File: src/hw/lbcs_defines.svh
`ifndef LBCS_DEFINES_SVH
`define LBCS_DEFINES_SVH

// Timing figures in ns and derived cycle counts at 50 ns
`define LBCS_CLK_NS      50
`define LBCS_TRP_NS      18
`define LBCS_TRCD_NS     18
`define LBCS_TRFC_NS     72
`define LBCS_TMRD_NS     10
`define LBCS_TRP_CYC     ((`LBCS_TRP_NS + `LBCS_CLK_NS - 1) / `LBCS_CLK_NS)
`define LBCS_TRCD_CYC    ((`LBCS_TRCD_NS + `LBCS_CLK_NS - 1) / `LBCS_CLK_NS)
`define LBCS_TRFC_CYC    ((`LBCS_TRFC_NS + `LBCS_CLK_NS - 1) / `LBCS_CLK_NS)
`define LBCS_TMRD_CYC    ((`LBCS_TMRD_NS + `LBCS_CLK_NS - 1) / `LBCS_CLK_NS)

// Command field positions in {ras_b, cas_b, we_b}
`define LBCS_CMD_ACT     3'h3
`define LBCS_CMD_READ    3'h5
`define LBCS_CMD_WRITE   3'h4
`define LBCS_CMD_BST     3'h6
`define LBCS_CMD_PRE     3'h2
`define LBCS_CMD_REF     3'h1
`define LBCS_CMD_LMR     3'h0
`define LBCS_CMD_NOP     3'h7

`define LBCS_AP_BIT      10
`define LBCS_ROW_RST     13'h0000

`endif

File: src/hw/lbcs_pkg.sv
package lbcs_pkg;
    typedef enum logic [2:0] {
        LBCS_IDLE,
        LBCS_ACTIVATING,
        LBCS_ROW_ACTIVE,
        LBCS_READ,
        LBCS_WRITE,
        LBCS_PRECHARGING,
        LBCS_AP_ACCESS
    } lbcs_bank_t;

    typedef enum logic [2:0] {
        LBCS_DEV_RUN,
        LBCS_DEV_REFRESH,
        LBCS_DEV_MODE_REG,
        LBCS_DEV_SELF_REFRESH,
        LBCS_DEV_POWER_OFF
    } lbcs_dev_t;
endpackage : lbcs_pkg

File: src/hw/lbcs_bank.sv
`timescale 1ns/1ps
`default_nettype none
`include "lbcs_defines.svh"

module lbcs_bank
    import lbcs_pkg::*;
#(
    parameter int ROW_W = 13
) (
    input  wire logic             clock,
    input  wire logic             rst_b,
    input  wire logic             sel,
    input  wire logic [2:0]       cmd,
    input  wire logic             ap,
    input  wire logic             pre_all,
    input  wire logic [ROW_W-1:0] row,
    input  wire logic             burst_done,
    input  wire logic             bst_hit,
    output lbcs_bank_t            state_q,
    output logic [ROW_W-1:0]      row_q,
    output logic                  illegal
);
    localparam logic [3:0] TRP  = 4'(`LBCS_TRP_CYC);
    localparam logic [3:0] TRCD = 4'(`LBCS_TRCD_CYC);

    lbcs_bank_t       state_d;
    logic [ROW_W-1:0] row_d;
    logic [3:0]       cnt_q;
    logic [3:0]       cnt_d;

    always_comb begin
        state_d = state_q;
        row_d   = row_q;
        cnt_d   = (cnt_q != 4'h0) ? cnt_q - 4'h1 : 4'h0;
        illegal = 1'b0;
        // Precharge all reaches non-idle banks, judged per bank; one ending its activate delay, or unaddressed and ending a read/write burst, goes row active
        if (pre_all && state_q != LBCS_IDLE) begin
            state_d = LBCS_PRECHARGING;
            cnt_d   = TRP;
        end
        unique case (state_q)
            LBCS_IDLE: begin
                if (sel && cmd == `LBCS_CMD_ACT) begin
                    state_d = LBCS_ACTIVATING;
                    row_d   = row;
                    cnt_d   = TRCD;
                end else if (sel && cmd != `LBCS_CMD_NOP
                             && cmd != `LBCS_CMD_PRE) begin
                    illegal = 1'b1;
                end
            end
            LBCS_ACTIVATING, LBCS_PRECHARGING: begin
                if (cnt_q <= 4'h1)
                    state_d = (state_q == LBCS_ACTIVATING) ?
                              LBCS_ROW_ACTIVE : LBCS_IDLE;
                if (sel && cmd != `LBCS_CMD_NOP)
                    illegal = 1'b1;
            end
            LBCS_ROW_ACTIVE, LBCS_READ, LBCS_WRITE: begin
                if (state_q != LBCS_ROW_ACTIVE && burst_done)
                    state_d = LBCS_ROW_ACTIVE;
                if (bst_hit && state_q == LBCS_READ)
                    state_d = LBCS_ROW_ACTIVE;
                if (sel) begin
                    unique case (cmd)
                        `LBCS_CMD_READ: state_d = ap ? LBCS_AP_ACCESS
                                                     : LBCS_READ;
                        `LBCS_CMD_WRITE: state_d = ap ? LBCS_AP_ACCESS
                                                      : LBCS_WRITE;
                        `LBCS_CMD_PRE: begin
                            state_d = LBCS_PRECHARGING;
                            cnt_d   = TRP;
                        end
                        `LBCS_CMD_NOP: ;
                        `LBCS_CMD_BST: illegal = (state_q != LBCS_READ);
                        default: illegal = 1'b1;
                    endcase
                end
            end
            LBCS_AP_ACCESS: begin
                // Auto precharge closes the row after the burst
                if (burst_done) begin
                    state_d = LBCS_PRECHARGING;
                    cnt_d   = TRP;
                end
                if (sel && cmd != `LBCS_CMD_NOP)
                    illegal = 1'b1;
            end
            default: state_d = LBCS_IDLE;
        endcase
    end

    always_ff @(posedge clock or negedge rst_b) begin
        if (!rst_b) begin
            state_q <= LBCS_IDLE;
            row_q   <= `LBCS_ROW_RST;
            cnt_q   <= 4'h0;
        end else begin
            state_q <= state_d;
            row_q   <= row_d;
            cnt_q   <= cnt_d;
        end
    end
endmodule : lbcs_bank
`default_nettype wire

File: src/hw/lbcs_ctrl.sv
// What this block does
// - Burst terminate cuts the latest non-auto-precharge read burst only.
// - After burst terminate the read row stays open.
// - Auto refresh row comes from internal counter; address ignored.
// - Auto refresh keeps device busy for refresh cycle time.
// - Refresh encoding with clock enable low enters self refresh.
// - In self refresh all inputs but clock enable are ignored.
// - Terminate encoding with clock enable low enters array power off.
// - Array power off loses all stored data.
// - Deselect or no-operation starts nothing; ongoing work continues.
// - Idle bank accepts activate and precharge; auto refresh, load mode register run but flag illegal.
// - Row active bank accepts read, write and precharge.
// - Read burst accepts read, write, terminate, precharge.
// - Write burst accepts read, write, precharge.
// - Bank rules apply only with clock enable high two cycles.
// - Idle after precharge time; row active after activate delay.
// - Read or write state lasts until burst completes or ends.
// - Precharging and activating states end after their delays.
// - Legality is tracked per addressed bank, global commands included.
`timescale 1ns/1ps
`default_nettype none
`include "lbcs_defines.svh"

module lbcs_ctrl
    import lbcs_pkg::*;
#(
    parameter int NBANK = 4,
    parameter int ROW_W = 13,
    parameter int BL    = 4
) (
    input  wire logic                     clock,
    input  wire logic                     rst_b,
    input  wire logic                     cke,
    input  wire logic                     cs_b,
    input  wire logic                     ras_b,
    input  wire logic                     cas_b,
    input  wire logic                     we_b,
    input  wire logic [1:0]               bank_addr,
    input  wire logic [ROW_W-1:0]         addr,
    output logic [3*NBANK-1:0]            bank_state,
    output logic [ROW_W-1:0]              refresh_row,
    output logic                          refresh_busy,
    output logic                          self_refresh,
    output logic                          array_power_off_mode,
    output logic                          data_valid,
    output logic                          illegal_cmd
);
    localparam logic [3:0] TRFC = 4'(`LBCS_TRFC_CYC);
    localparam logic [3:0] TMRD = 4'(`LBCS_TMRD_CYC);
    localparam logic [4:0] BURST_CYC = 5'(BL / 2);

    // Pins are from outside; two flops before use
    logic [8+ROW_W:0] s1_q;
    logic [8+ROW_W:0] s2_q;
    logic             cke_prev_q;
    logic             cke_s;
    logic             cs_s;
    logic [2:0]       cmd_s;
    logic [1:0]       ba_s;
    logic [ROW_W-1:0] a_s;

    always_ff @(posedge clock or negedge rst_b) begin
        if (!rst_b) begin
            s1_q       <= '0;
            s2_q       <= '0;
            cke_prev_q <= 1'b0;
        end else begin
            s1_q       <= {cke, cs_b, ras_b, cas_b, we_b, bank_addr, addr, 2'b0};
            s2_q       <= s1_q;
            cke_prev_q <= s2_q[8+ROW_W];
        end
    end

    assign cke_s = s2_q[8+ROW_W];
    assign cs_s  = ~s2_q[7+ROW_W];
    assign cmd_s = s2_q[6+ROW_W:4+ROW_W];
    assign ba_s  = s2_q[3+ROW_W:2+ROW_W];
    assign a_s   = s2_q[1+ROW_W:2];

    lbcs_dev_t        dev_q;
    lbcs_dev_t        dev_d;
    logic [3:0]       busy_q;
    logic [3:0]       busy_d;
    logic [ROW_W-1:0] rrow_q;
    logic [ROW_W-1:0] rrow_d;
    logic             valid_q;
    logic             valid_d;
    logic [4:0]       burst_q;
    logic [4:0]       burst_d;
    logic [1:0]       rd_bank_q;
    logic [1:0]       rd_bank_d;
    logic             rd_live_q;
    logic             rd_live_d;
    logic             illegal_q;
    logic             illegal_d;

    logic             run;
    logic             bank_cmd;
    logic [NBANK-1:0] bank_ill;
    logic [NBANK-1:0] bank_idle;
    logic             all_idle;
    logic             is_bst;

    // Bank commands are live only with cke high now and before
    assign run      = dev_q == LBCS_DEV_RUN && cke_s && cke_prev_q
                      && busy_q == 4'h0;
    assign bank_cmd = run && cs_s;
    assign is_bst   = bank_cmd && cmd_s == `LBCS_CMD_BST;
    assign all_idle = &bank_idle;

    lbcs_bank_t st [NBANK];

    genvar gi;
    generate
        for (gi = 0; gi < NBANK; gi++) begin : g_bank
            logic [ROW_W-1:0] row_unused;
            lbcs_bank #(
                .ROW_W (ROW_W)
            ) u_bank (
                .clock      (clock),
                .rst_b      (rst_b),
                .sel        (bank_cmd && ba_s == 2'(gi)),
                .cmd        (cmd_s),
                .ap         (a_s[`LBCS_AP_BIT]),
                .pre_all    (bank_cmd && cmd_s == `LBCS_CMD_PRE
                             && a_s[`LBCS_AP_BIT]),
                .row        (a_s),
                .burst_done (burst_q == 5'h1 && rd_bank_q == 2'(gi)),
                .bst_hit    (is_bst && rd_live_q
                             && rd_bank_q == 2'(gi)),
                .state_q    (st[gi]),
                .row_q      (row_unused),
                .illegal    (bank_ill[gi])
            );
            assign bank_idle[gi] = st[gi] == LBCS_IDLE;
        end
    endgenerate

    always_comb begin
        dev_d     = dev_q;
        busy_d    = (busy_q != 4'h0) ? busy_q - 4'h1 : 4'h0;
        rrow_d    = rrow_q;
        valid_d   = valid_q;
        burst_d   = (burst_q != 5'h0) ? burst_q - 5'h1 : 5'h0;
        rd_bank_d = rd_bank_q;
        rd_live_d = rd_live_q && burst_q != 5'h1;
        illegal_d = 1'b0;
        unique case (dev_q)
            LBCS_DEV_RUN: begin
                if (busy_q == 4'h0 && cke_prev_q && !cke_s && cs_s) begin
                    if (cmd_s == `LBCS_CMD_REF && all_idle)
                        dev_d = LBCS_DEV_SELF_REFRESH;
                    else if (cmd_s == `LBCS_CMD_BST)
                        dev_d = LBCS_DEV_POWER_OFF;
                end
                if (bank_cmd) begin
                    illegal_d = |bank_ill;
                    unique case (cmd_s)
                        `LBCS_CMD_REF: begin
                            if (all_idle) begin
                                dev_d  = LBCS_DEV_REFRESH;
                                busy_d = TRFC;
                                rrow_d = rrow_q + 1'b1;
                            end else
                                illegal_d = 1'b1;
                        end
                        `LBCS_CMD_LMR: begin
                            if (all_idle) begin
                                dev_d  = LBCS_DEV_MODE_REG;
                                busy_d = TMRD;
                            end else
                                illegal_d = 1'b1;
                        end
                        `LBCS_CMD_READ, `LBCS_CMD_WRITE: begin
                            burst_d   = BURST_CYC;
                            rd_bank_d = ba_s;
                            rd_live_d = cmd_s == `LBCS_CMD_READ
                                        && !a_s[`LBCS_AP_BIT];
                        end
                        `LBCS_CMD_BST: begin
                            if (rd_live_q) begin
                                burst_d   = 5'h0;
                                rd_live_d = 1'b0;
                            end else
                                illegal_d = 1'b1;
                        end
                        default: ;
                    endcase
                end
            end
            LBCS_DEV_REFRESH, LBCS_DEV_MODE_REG: begin
                if (busy_q <= 4'h1)
                    dev_d = LBCS_DEV_RUN;
            end
            LBCS_DEV_SELF_REFRESH: begin
                // Only cke is watched here; exit delay left to controller
                if (cke_s)
                    dev_d = LBCS_DEV_RUN;
            end
            LBCS_DEV_POWER_OFF: begin
                valid_d = 1'b0;
                if (cke_s)
                    dev_d = LBCS_DEV_RUN;
            end
            default: dev_d = LBCS_DEV_RUN;
        endcase
        // Any write re-establishes valid contents after power off
        if (bank_cmd && cmd_s == `LBCS_CMD_WRITE)
            valid_d = 1'b1;
    end

    always_ff @(posedge clock or negedge rst_b) begin
        if (!rst_b) begin
            dev_q     <= LBCS_DEV_RUN;
            busy_q    <= 4'h0;
            rrow_q    <= `LBCS_ROW_RST;
            valid_q   <= 1'b0;
            burst_q   <= 5'h0;
            rd_bank_q <= 2'h0;
            rd_live_q <= 1'b0;
            illegal_q <= 1'b0;
        end else begin
            dev_q     <= dev_d;
            busy_q    <= busy_d;
            rrow_q    <= rrow_d;
            valid_q   <= valid_d;
            burst_q   <= burst_d;
            rd_bank_q <= rd_bank_d;
            rd_live_q <= rd_live_d;
            illegal_q <= illegal_d;
        end
    end

    // Flop the exported views so every output is registered
    logic [3*NBANK-1:0] bank_state_q;
    always_ff @(posedge clock or negedge rst_b) begin
        if (!rst_b)
            bank_state_q <= '0;
        else
            for (int i = 0; i < NBANK; i++)
                bank_state_q[3*i +: 3] <= st[i];
    end

    logic [3:0] flags_q;
    always_ff @(posedge clock or negedge rst_b) begin
        if (!rst_b)
            flags_q <= 4'h0;
        else
            flags_q <= {dev_d == LBCS_DEV_REFRESH,
                        dev_d == LBCS_DEV_SELF_REFRESH,
                        dev_d == LBCS_DEV_POWER_OFF, valid_d};
    end

    assign bank_state           = bank_state_q;
    assign refresh_row          = rrow_q;
    assign refresh_busy         = flags_q[3];
    assign self_refresh         = flags_q[2];
    assign array_power_off_mode = flags_q[1];
    assign data_valid           = flags_q[0];
    assign illegal_cmd          = illegal_q;
endmodule : lbcs_ctrl
`default_nettype wire

File: config.mk
export PLATFORM = sky130hd
export DESIGN_NAME = lbcs_ctrl
export DESIGN_NICKNAME = d
export VERILOG_FILES = /design/src/hw/lbcs_pkg.sv /design/src/hw/lbcs_bank.sv /design/src/hw/lbcs_ctrl.sv
export VERILOG_INCLUDE_DIRS = /design/src /design/src/hw
export SDC_FILE = /design/constraint.sdc
export NUM_CORES = 1
export LEC_CHECK = 0
export BUFFER_PORTS_ARGS = -buffer_cell sky130_fd_sc_hd__buf_2
export CAP_MARGIN = 20
export CORE_UTILIZATION = 55
export DETAILED_ROUTE_END_ITERATION = 16
export PLACE_DENSITY_LB_ADDON = 0.05
export SYNTH_ARGS = -nofsm -noshare
export SYNTH_HDL_FRONTEND = slang
export SYNTH_SLANG_ARGS = --single-unit
File: constraint.sdc
create_clock -name clock -period 5.3 [get_ports clock]
set_input_delay 0.53 -clock clock [delete_from_list [all_inputs] [get_ports clock]]
set_output_delay 0.53 -clock clock [all_outputs]
set_load 0.02 [all_outputs]
Word-level counts from Yosys, hierarchy flattened
Index checks and enable logic that the tools add are counted.
{"block": "op_classes", "eq_ne": 56, "addsub": 7, "n_reduce_logical": 93, "magnitude_cmp": 5, "bitwise": 1, "mux": 126}
{"cell": "4-bit 2-to-1 mux", "n": 29}
{"cell": "3-bit 2-to-1 mux", "n": 37}
{"cell": "3-bit == test (second input constant)", "n": 18}
{"cell": "1-bit logical AND", "n": 51}
{"cell": "3-bit one-hot mux with 4 select lines", "n": 4}
{"cell": "4-bit one-hot mux with 3 select lines", "n": 4}
{"cell": "3-bit one-hot mux with 3 select lines", "n": 5}
{"cell": "3-bit by 2-bit == test with 1-bit output (second input constant)", "n": 13}
{"cell": "3-bit by 2-bit inequality test with 1-bit output (second input constant)", "n": 9}
{"cell": "1-bit 2-to-1 mux", "n": 25}
{"cell": "3-bit OR reduction", "n": 8}
{"cell": "3-bit by 1-bit == test with 1-bit output (second input constant)", "n": 7}
{"cell": "4-bit by 1-bit <= comparator with 1-bit output (second input constant)", "n": 5}
{"cell": "5-bit 2-to-1 mux", "n": 4}
{"cell": "4-bit nonzero test", "n": 5}
{"cell": "4-bit by 1-bit subtractor with 4-bit output (second input constant)", "n": 5}
{"cell": "3-bit logical NOT", "n": 6}
{"cell": "2-bit OR reduction", "n": 8}
{"cell": "13-bit by 1-bit adder with 13-bit output (second input constant)", "n": 1}
{"cell": "1-bit one-hot mux with 2 select lines", "n": 6}
{"cell": "1-bit one-hot mux with 3 select lines", "n": 4}
{"cell": "3-bit nonzero test", "n": 4}
{"cell": "2-bit 2-to-1 mux", "n": 5}
{"cell": "5-bit one-hot mux with 2 select lines", "n": 1}
{"cell": "other kinds (17)", "n": 24}
{"block": "totals", "reg_bits": 115, "in_bits": 22, "out_inout_bits": 30}

Longest topological paths before layout
Gate-level depths: netlist of the first run.
{"block": "logic_depth", "ltp_word": 16, "mapped_depth": 8, "ltp_nobuf": 8}

Hierarchy
A second synthesis of the first run with hierarchy kept.
{"block": "unflattened", "cells_unflattened": 729, "hier_area_um2": 8137.8}
{"module": "lbcs_bank", "n_inst": 4, "seq_area_each_um2": 500.5, "cells_per_inst": 125, "area_per_inst_um2": 1267.5}
{"module": "lbcs_ctrl", "n_inst": 1, "seq_area_each_um2": 2152.1, "cells_per_inst": 229, "area_per_inst_um2": 3067.9}

Worst setup path before layout of the first run
No wires, ideal clock.
{"block": "synth_timing", "path_type": "reg-to-reg", "startpoint": "register dev_q[1]", "endpoint": "register g_bank[1].u_bank.state_q[1]", "setup_slack_ns": 3.130, "synth_period_minus_slack_ns": 2.170, "t_arrival_ns": 2.066, "t_required_ns": 5.196, "path_stages_with_launch": 8, "setup_time_ns": 0.104, "path_cell_list": "dfrtp_1 > buf_6 > or4b_4 > nor3_4 > and3_1 > o21ai_1 > a221o_1 > o311ai_1"}
{"block": "synth_via", "elab_chain_cells": 14}
{"item": "start: declaration", "line": "lbcs_ctrl.sv:80", "text": "lbcs_dev_t dev_q;"}
{"item": "start signal: assignment", "line": "lbcs_ctrl.sv:223", "text": "dev_q <= dev_d;"}
{"item": "3-bit logical NOT (*)", "line": "lbcs_ctrl.sv:105", "text": "assign run = dev_q == LBCS_DEV_RUN && cke_s && cke_prev_q"}
{"item": "1-bit logical AND (*) (2 in a row)", "line": "lbcs_ctrl.sv:105"}
{"item": "1-bit logical AND (*)", "line": "lbcs_ctrl.sv:106", "text": "&& busy_q == 4'h0;"}
{"item": "1-bit logical AND (*)", "line": "lbcs_ctrl.sv:107", "text": "assign bank_cmd = run && cs_s;"}
{"item": "1-bit logical AND (no source line)"}
{"item": "1-bit logical AND", "line": "lbcs_ctrl.sv:125", "text": ".pre_all (bank_cmd && cmd_s == `LBCS_CMD_PRE"}
{"item": "1-bit logical AND", "line": "lbcs_bank.sv:37", "text": "if (pre_all && state_q != LBCS_IDLE) begin"}
{"item": "3-bit 2-to-1 mux", "line": "lbcs_bank.sv:37"}
{"item": "3-bit 2-to-1 mux", "line": "lbcs_bank.sv:60", "text": "if (state_q != LBCS_ROW_ACTIVE && burst_done)"}
{"item": "3-bit 2-to-1 mux", "line": "lbcs_bank.sv:62", "text": "if (bst_hit && state_q == LBCS_READ)"}
{"item": "3-bit one-hot mux with 3 select lines", "line": "lbcs_bank.sv:65", "text": "unique case (cmd)"}
{"item": "3-bit 2-to-1 mux", "line": "lbcs_bank.sv:64", "text": "if (sel) begin"}
{"item": "3-bit one-hot mux with 4 select lines (*)", "line": "lbcs_bank.sv:41", "text": "unique case (state_q)"}
{"item": "net g_bank[1].u_bank.state_d[1]", "line": "lbcs_bank.sv:26", "text": "lbcs_bank_t state_d;"}
{"item": "end signal: assignment", "line": "lbcs_bank.sv:99", "text": "state_q <= state_d;"}
{"item": "end: declaration", "line": "lbcs_bank.sv:19", "text": "output lbcs_bank_t state_q,"}
Mark *: on every way through the listed nets, which the timed path passes. The rest lies on a longest branch.
A chain may end at the register's enable or synchronous reset.

Final worst setup path of the first run
{"block": "layout_timing", "startpoint": "register s2_q[17]", "endpoint": "register g_bank[3].u_bank.state_q[0]"}
{"block": "layout_via", "elab_chain_cells": 10}
{"item": "start: declaration", "line": "lbcs_ctrl.sv:54", "text": "logic [8+ROW_W:0] s2_q;"}
{"item": "start signal: assignment", "line": "lbcs_ctrl.sv:69", "text": "s2_q <= s1_q;"}
{"item": "3-bit by 2-bit == test with 1-bit output", "line": "lbcs_bank.sv:65"}
{"item": "1-bit logical AND (no source line)"}
{"item": "1-bit logical AND", "line": "lbcs_ctrl.sv:125"}
{"item": "1-bit logical AND", "line": "lbcs_bank.sv:37"}
{"item": "3-bit 2-to-1 mux", "line": "lbcs_bank.sv:37"}
{"item": "3-bit 2-to-1 mux", "line": "lbcs_bank.sv:60"}
{"item": "3-bit 2-to-1 mux", "line": "lbcs_bank.sv:62"}
{"item": "3-bit one-hot mux with 3 select lines", "line": "lbcs_bank.sv:65"}
{"item": "3-bit 2-to-1 mux", "line": "lbcs_bank.sv:64"}
{"item": "3-bit one-hot mux with 4 select lines (*)", "line": "lbcs_bank.sv:41"}
{"item": "net g_bank[3].u_bank.state_d[0]", "line": "lbcs_bank.sv:26"}
{"item": "end signal: assignment", "line": "lbcs_bank.sv:99"}
{"item": "end: declaration", "line": "lbcs_bank.sv:19"}
Marked as above.

==> results of run 1 <==
[power by group through the flow]
stage	clock, uW	sequential (uW)	combinational [uW]
after floorplan	0	781	154
after global placement	0	789	212
after detailed placement	0	790	218
after CTS	469	778	219
after global routing	495	785	241
final	456	780	218
[registers in the layout, indices dropped and copies added, names as in the netlist]
register / cells
bank_state: 12
burst_q: 5
busy_q: 4
cke_prev_q: 1
dev_q: 3
flags_q: 4
g_bank.u_bank.cnt_q: 16
g_bank.u_bank.state_q: 12
illegal_cmd: 1
rd_bank_q: 2
rd_live_q: 1
refresh_row: 13
s1_q: 8
s2_q: 8
[layer usage]
metal | wire length [um] | global-route usage (%) | share of wire [%] | vias to the layer above
li1 | - | - | - | 1931
met2 | 5210 | 40.9 | 47 | 127
met4 | 324 | 11.8 | 2.9 | 0
met1 | 5130 | 36.4 | 46 | 1966
met5 | 0 | 0 | 0 | -
met3 | 507 | 3.55 | 4.5 | 25
[cell usage in the layout, fill, tap and decap left out, types with 13 or more instances in the layout]
cell | netlist | routed
a21oi_1 | 25 | 25
buf_2 | 3 | 38
dfrtp_1 | 90 | 90
nand2_1 | 41 | 41
nand2b_1 | 13 | 13
nand3_1 | 20 | 20
nor2_1 | 45 | 45
nor3_1 | 25 | 25
o21ai_0 | 40 | 40
[area by class of cell]
| cell class | instances | area (sq um) |
|---|---|---|
| clock buffers | 10 | 138 |
| clock inverters | 6 | 56.3 |
| fillers | 759 | 3410 |
| inverters | 11 | 41.3 |
| multi-input cells | 381 | 2440 |
| flip-flops and latches | 90 | 2250 |
| well taps | 108 | 135 |
| repair buffers | 40 | 205 |
[per-stage QoR]
stage                     cells  hold slack [ps]  setup slack [ps]  cell area (sq um)
after floorplan             511              234              3130               4900
after global placement      630              334              2630               5070
after detailed placement    630              335              2600               5070
after CTS                   646              131              2590               5270
after global routing        646              158              2400               5270
final                       646              119              2580               5270
[worst paths after layout]
kind	endpoint	startpoint	slack, ps
setup / recovery	g_bank[3].u_bank.state_q[0]$_DFF_PN0_	s2_q[17]$_DFF_PN0_	2580
hold / removal	bank_state[10]$_DFF_PN0_	rst_b	120
setup reg to reg	g_bank[3].u_bank.state_q[0]$_DFF_PN0_	s2_q[17]$_DFF_PN0_	2580
hold reg to reg	s2_q[20]$_DFF_PN0_	s1_q[20]$_DFF_PN0_	350
max in group asynchronous	busy_q[1]$_DFF_PN0_	rst_b	4180
min in group clock	s1_q[18]$_DFF_PN0_	cas_b	260
[critical path, delay by kind of cell, from the launching register on]
kind / cells / cell delay [ps]
and+or+nand+nor: 3 / 1450
AOI/OAI and AO/OA: 3 / 530
DFF: 1 / 670
[kinds of logic after synthesis]
| logic type | after synthesis | share of synthesized area, % |
|---|---|---|
| AO/OA/AOI/OAI | 140 | 19.1 |
| XOR/XNOR | 16 | 2.86 |
| adder cells (fa/ha/maj) | 3 | 0.767 |
| buffers and inverters | 40 | 4.19 |
| flip-flops | 90 | 46.0 |
| multiplexers | 2 | 0.460 |
| AND/OR/NAND/NOR | 220 | 26.6 |
==> flow_summary_export.csv, run 1 <==
group,metric,value,unit
cts,htree_num_levels,3,
cts,clkSinkCount,90,
sta,fmax,0.367,GHz
grt,grt_antenna_before_repair,0,
run_status,status,"completed",
cts,cts_buffers,9,
yosys,synth_ff_type,"dfrtp_1",
drt,drcViolationCount,0,
sta,worst_pin_slew,938,ps
pwr,power_frac_comb,15.0,%
drt,via_count,4049,
final_layout,drive_above_1_share,16.9,%
sta,finalMaxSlewViolations,0,
yosys,netlist_instances,511,
setup_path,path_max_fanout,23,
setup_path,path_cells,"or4bb_1, nor4_4, o21ai_0, o31ai_4, o211ai_2, nand3_2",
setup_path,cp.required,5600,ps
grt,grt_usage,26.3,%
grt,grt_pass1_wl,18.5,mm
pwr,swShare,30.9,%
grt,overflow,0,
drt,wire_per_inst,17.3,um
yosys,ys_ff_latch,90,
place,hpwl,8.03,mm
yosys,ys_warn_count,0,
cts,cts_resized,0,
pwr,p_leak,0.00240,uW
floorplanning,rows,34,
drt,routed_via_density,6.27,
yosys,ys_seq_area_share,46.0,%
sta,fin_crit,2720,ps
yosys,ys_top_cells_by_count,"90 x dfrtp_1, 45 x nor2_1, 41 x nand2_1, 40 x o21ai_0",
floorplanning,io_pins,52,
setup_path,critPathLaunchType,"flop",
place,gp_routability_congestion,0.904,
yosys,yosysTopAreaCell,"dfrtp_1",
drt,dr.first_iter.drc_count,330,
sta,hold_viol,0,
floorplanning,start_util,56.4,%
yosys,ys_types,78,
setup_path,cp_slowest_cell,"nor4_4",
pwr,pwr-share-clk,31.4,%
yosys,synth_top_area_share,46.0,%
sta,maxSlewHeadroom,37.0,%
final_layout,nets,558,
floorplanning,die_w,96.4,um
grt,grt_pass1_vias,3681,
cts,clk_latency,370,ps
sta,setup_violations,0,
job,maxCapViolations,0,
grt,grt_max_degree,53,
setup_path,worstPathArrival,3020,ps
setup_path,path_class,"flop to flop",
cts,max-clock-path-buffers,2,
drt,totalWireLength,11.2,mm
cts,hold_buffers,0,
min_path,hold_path_class,"input port to async pin",
yosys,syn_area_per_cell,9.58,sq um
cts,cts_tree,"yes",
final_layout,final_util,60.7,%
drt,ant_nets,0,
yosys,synth_enable_flop_cells,0,
pwr,ir_drop,0.202,mV
floorplanning,dieArea,0.00929,sq mm
setup_path,max_stage_delay,720,ps
pwr,p_per_area,276,mW/mm^2
cts,cts_root_buf,"clkbuf_8",
sta,rsz0062_at_grt,"false",
setup_path,rr_worst_depth,6,
sta,min_period_over_period,51.4,%
sta,setup_tns,0,ps
final_layout,num_antenna_cells,0,
pwr,p_sw,449,uW
final_layout,syn_to_final_growth,7.56,%
floorplanning,coreArea,0.00868,sq mm
cts,post_cts_buffers,0,
yosys,synthTopCellsByArea,"dfrtp_1 46%, o21ai_0 4.1%, nor2_1 3.4%, nand2_1 3.1%, a21oi_1 2.6%",
yosys,async_flop_share,100,%
yosys,yosysMostFrequentCell,"dfrtp_1",
yosys,syn_area,0.00490,sq mm
cts,clk_pin_slew,90,ps
pwr,p_seq_share,53.7,%
pwr,internal-power,1000,uW
yosys,syn_nets,536,
place,portBuffers,39,
drt,dr.pass1.iters,6,
pwr,total_power,1450,uW
setup_path,crit_path_end_kind,"flop",
sta,skew,13.7,ps
floorplanning,die_h,96.4,um
No activity file was read; power rests on OpenSTA's default activity.
==> inputs of run 2 (changes only) <==
--- a/config.mk
+++ b/config.mk
@@ -6,6 +6,7 @@
 export SDC_FILE = /design/constraint.sdc
 export NUM_CORES = 1
 export LEC_CHECK = 0
+export ABC_AREA = 1
 export BUFFER_PORTS_ARGS = -buffer_cell sky130_fd_sc_hd__buf_2
 export CAP_MARGIN = 20
 export CORE_UTILIZATION = 55
==> constraint.sdc (replaced) <==
create_clock -name clock -period 2.7 [get_ports clock]
set_input_delay 0.27 -clock clock [delete_from_list [all_inputs] [get_ports clock]]
set_output_delay 0.27 -clock clock [all_outputs]
set_load 0.02 [all_outputs]
==> flow_summary_export.csv, run 2 <==
group,metric,value,unit
final_layout,nets,708,
sta,setup_violations,0,
setup_path,path_class,"flop to flop",
yosys,ys_top_cells_by_count,"145 x nand2_1, 90 x dfrtp_1, 88 x inv_1, 86 x nor2_1, 54 x nand3_1",
drt,drcViolationCount,0,
grt,grt_pass1_vias,4151,
sta,skew,10.9,ps
floorplanning,dieArea,0.00936,sq mm
final_layout,final_common_cell,"nand2_1",
pwr,p_per_area,624,mW/mm^2
min_path,hp-start,"we_b",
drt,wire_per_inst,13.5,um
cts,cts_resized,0,
setup_path,worstPathArrival,2390,ps
final_layout,final_area,0.00552,sq mm
sta,rsz0062_at_grt,"false",
sta,hold_viol,0,
yosys,netlist_instances,628,
grt,overflow,0,
place,hpwl,8.07,mm
run_status,status,"completed",
setup_path,cp.required,2960,ps
final_layout,fill_cells,759,
grt,grt_antenna_before_repair,0,
setup_path,regToRegSetupSlack,570,ps
setup_path,path_max_fanout,13,
final_layout,num_antenna_cells,0,
setup_path,critPathLaunchType,"flop",
grt,grt_max_degree,50,
cts,cts_root_buf,"clkbuf_8",
place,placed_area,0.00527,sq mm
job,maxCapViolations,0,
yosys,syn_area_per_cell,7.86,sq um
final_layout,largest_reg_flops,16,
grt,grt_pass1_wl,18.9,mm
min_path,min_path_cells,1,
final_layout,top_register,"g_bank.u_bank.cnt_q",
cts,clk_latency,370,ps
cts,max-clock-path-buffers,2,
yosys,yosysTopAreaCell,"dfrtp_1",
cts,htree_num_levels,3,
sta,fmax,0.469,GHz
final_layout,drive_above_1_share,14.8,%
final_layout,final_cell_mix,"145 x nand2_1, 90 x dfrtp_1, 88 x inv_1, 86 x nor2_1, 54 x nand3_1",
floorplanning,die_w,96.7,um
yosys,ys_warn_count,0,
sta,fin_crit,2130,ps
grt,grt_usage,24.9,%
pwr,total_power,3440,uW
min_path,worstHoldEndpoint,"s1_q[17]$_DFF_PN0_",
cts,cts_buffers,9,
yosys,synth_ff_type,"dfrtp_1",
yosys,ys_seq_area_share,45.6,%
yosys,yosysMostFrequentCell,"nand2_1",
pwr,p_leak,0.00305,uW
pwr,ir_drop,0.344,mV
final_layout,seqCellArea,0.00225,sq mm
cts,clk_pin_slew,100,ps
sta,min_period_over_period,78.9,%
yosys,synthTopCellsByArea,"dfrtp_1 46%, nand2_1 11%, inv_1 6.7%, nor2_1 6.5%, nand3_1 5.5%",
floorplanning,start_util,56.6,%
setup_path,r2r_end,"g_bank[2].u_bank.state_q[0]$_DFF_PN0_",
drt,dr.pass1.iters,5,
floorplanning,io_pins,52,
floorplanning,die_h,96.7,um
yosys,synth_enable_flop_cells,0,
final_layout,final_cells,796,
setup_path,reg2reg_from,"dev_q[1]$_DFF_PN0_",
setup_path,crit_path_end_kind,"flop",
yosys,async_flop_share,100,%
setup_path,rr_worst_depth,10,
yosys,syn_area,0.00494,sq mm
yosys,ys_ff_latch,90,
final_layout,syn_to_final_growth,11.8,%
sta,setup_tns,0,ps
drt,totalWireLength,10.8,mm
yosys,syn_nets,653,
place,gp_routability_congestion,0.944,
drt,via_count,4265,
sta,maxSlewHeadroom,56.7,%
min_path,hold_path_class,"input port to flop",
final_layout,multi_input_area,0.00229,sq mm
floorplanning,coreArea,0.00872,sq mm
yosys,synth_top_area_share,45.6,%
drt,routed_via_density,5.36,
drt,dr.first_iter.drc_count,270,
drt,ant_nets,0,
sta,finalMaxSlewViolations,0,
place,portBuffers,39,
sta,worst_pin_slew,642,ps
yosys,ys_types,39,
cts,cts_tree,"yes",
place,place_inst,773,
floorplanning,rows,34,
cts,clkSinkCount,90,
run 2: cell count changes in the layout (fill, tap and decap cells not counted), moves of 8 or more:
cell      change
inv_1        +77
a21oi_1       -9
nor2_2        +8
nor2b_1       -9
nand4_1      +14
o211ai_1     -10
nand2_1     +104
nor3_1       -16
nand2b_1     -13
nor2_1       +41
o21ai_0      -22
nand3_1      +34
run 2: stage by stage:
step | worst slack [ps] | util, % | hold WS (ps)
CTS | 547 | 63.3 | 2.02
detailed placement | 585 | 60.4 | 297
floorplan | 1090 | - | -25.6
global placement | 674 | 60.4 | 286
finish | 569 | 63.3 | 8.30
global route | 400 | 63.3 | 2.59
run 2: cell families (layout without fill, tap and decap cells):
| group | count (synthesis) | after routing | share of synthesized area (%) |
|---|---|---|---|
| simple gates | 369 | 369 | 36.7 |
| buf+inv | 97 | 157 | 7.93 |
| flops | 90 | 90 | 45.6 |
| compound gates | 50 | 50 | 5.63 |
| xor+xnor | 19 | 19 | 3.37 |
| fa+ha+maj | 3 | 3 | 0.761 |
run 2: worst max-delay path by stage:
stage                       start                                    end  slack, ps  depth (start not counted)
3_5_place_dp   dev_q[1]$_DFF_PN0_  g_bank[2].u_bank.state_q[0]$_DFF_PN0_        580                         10
4_1_cts        dev_q[1]$_DFF_PN0_  g_bank[2].u_bank.state_q[0]$_DFF_PN0_        550                         10
3_3_place_gp   dev_q[1]$_DFF_PN0_  g_bank[2].u_bank.state_q[0]$_DFF_PN0_        670                         10
5_1_grt        dev_q[1]$_DFF_PN0_  g_bank[2].u_bank.state_q[0]$_DFF_PN0_        400                         10
6_report       dev_q[1]$_DFF_PN0_  g_bank[2].u_bank.state_q[0]$_DFF_PN0_        570                         10
2_1_floorplan  dev_q[1]$_DFF_PN0_    g_bank[3].u_bank.cnt_q[3]$_DFF_PN0_       1090                         11
run 2: report_power, final:
group	internal, uW	leakage, uW	total [uW]	switching (uW)
logic	329	0.00176	886	556
clock network	352	0.0000978	875	523
registers	1520	0.00119	1680	158
total	2200	0.00305	3440	1240
run 2: per-layer routing:
layer | GRT usage (%) | part of all wire (%) | vias up
met5 | 0 | 0 | -
met4 | 9.64 | 2.1 | 0
met3 | 3.40 | 4.1 | 20
met2 | 39.1 | 45 | 123
met1 | 35.3 | 49 | 1997
li1 | - | - | 2125
run 2: timing repair:
| action | 4_1_cts | 5_1_grt |
|---|---|---|
| endpoints found under the hold margin | 47 | 0 |
| buffers inserted | 0 | 0 |
| hold buffers | 7 | 0 |
run 2: layout make-up:
type	instances	share of cell area (%)
clock inverters	7	1.07
multi-input cells	441	41.5
clock buffers	9	2.24
flip-flops and latches	90	40.8
inverters	93	6.57
well taps	108	2.45
repair buffers	48	5.35
run 2: critical path, stage by stage (launching register included):
cell and delay [ps]:
dfrtp_1 460, nor2_4 190, nand2_4 90, nor2_4 110
nand2_4 190, nor2_1 460, nand4_1 220, nand3_1 140
nand2_1 50, nand3_1 60, nand2_1 50
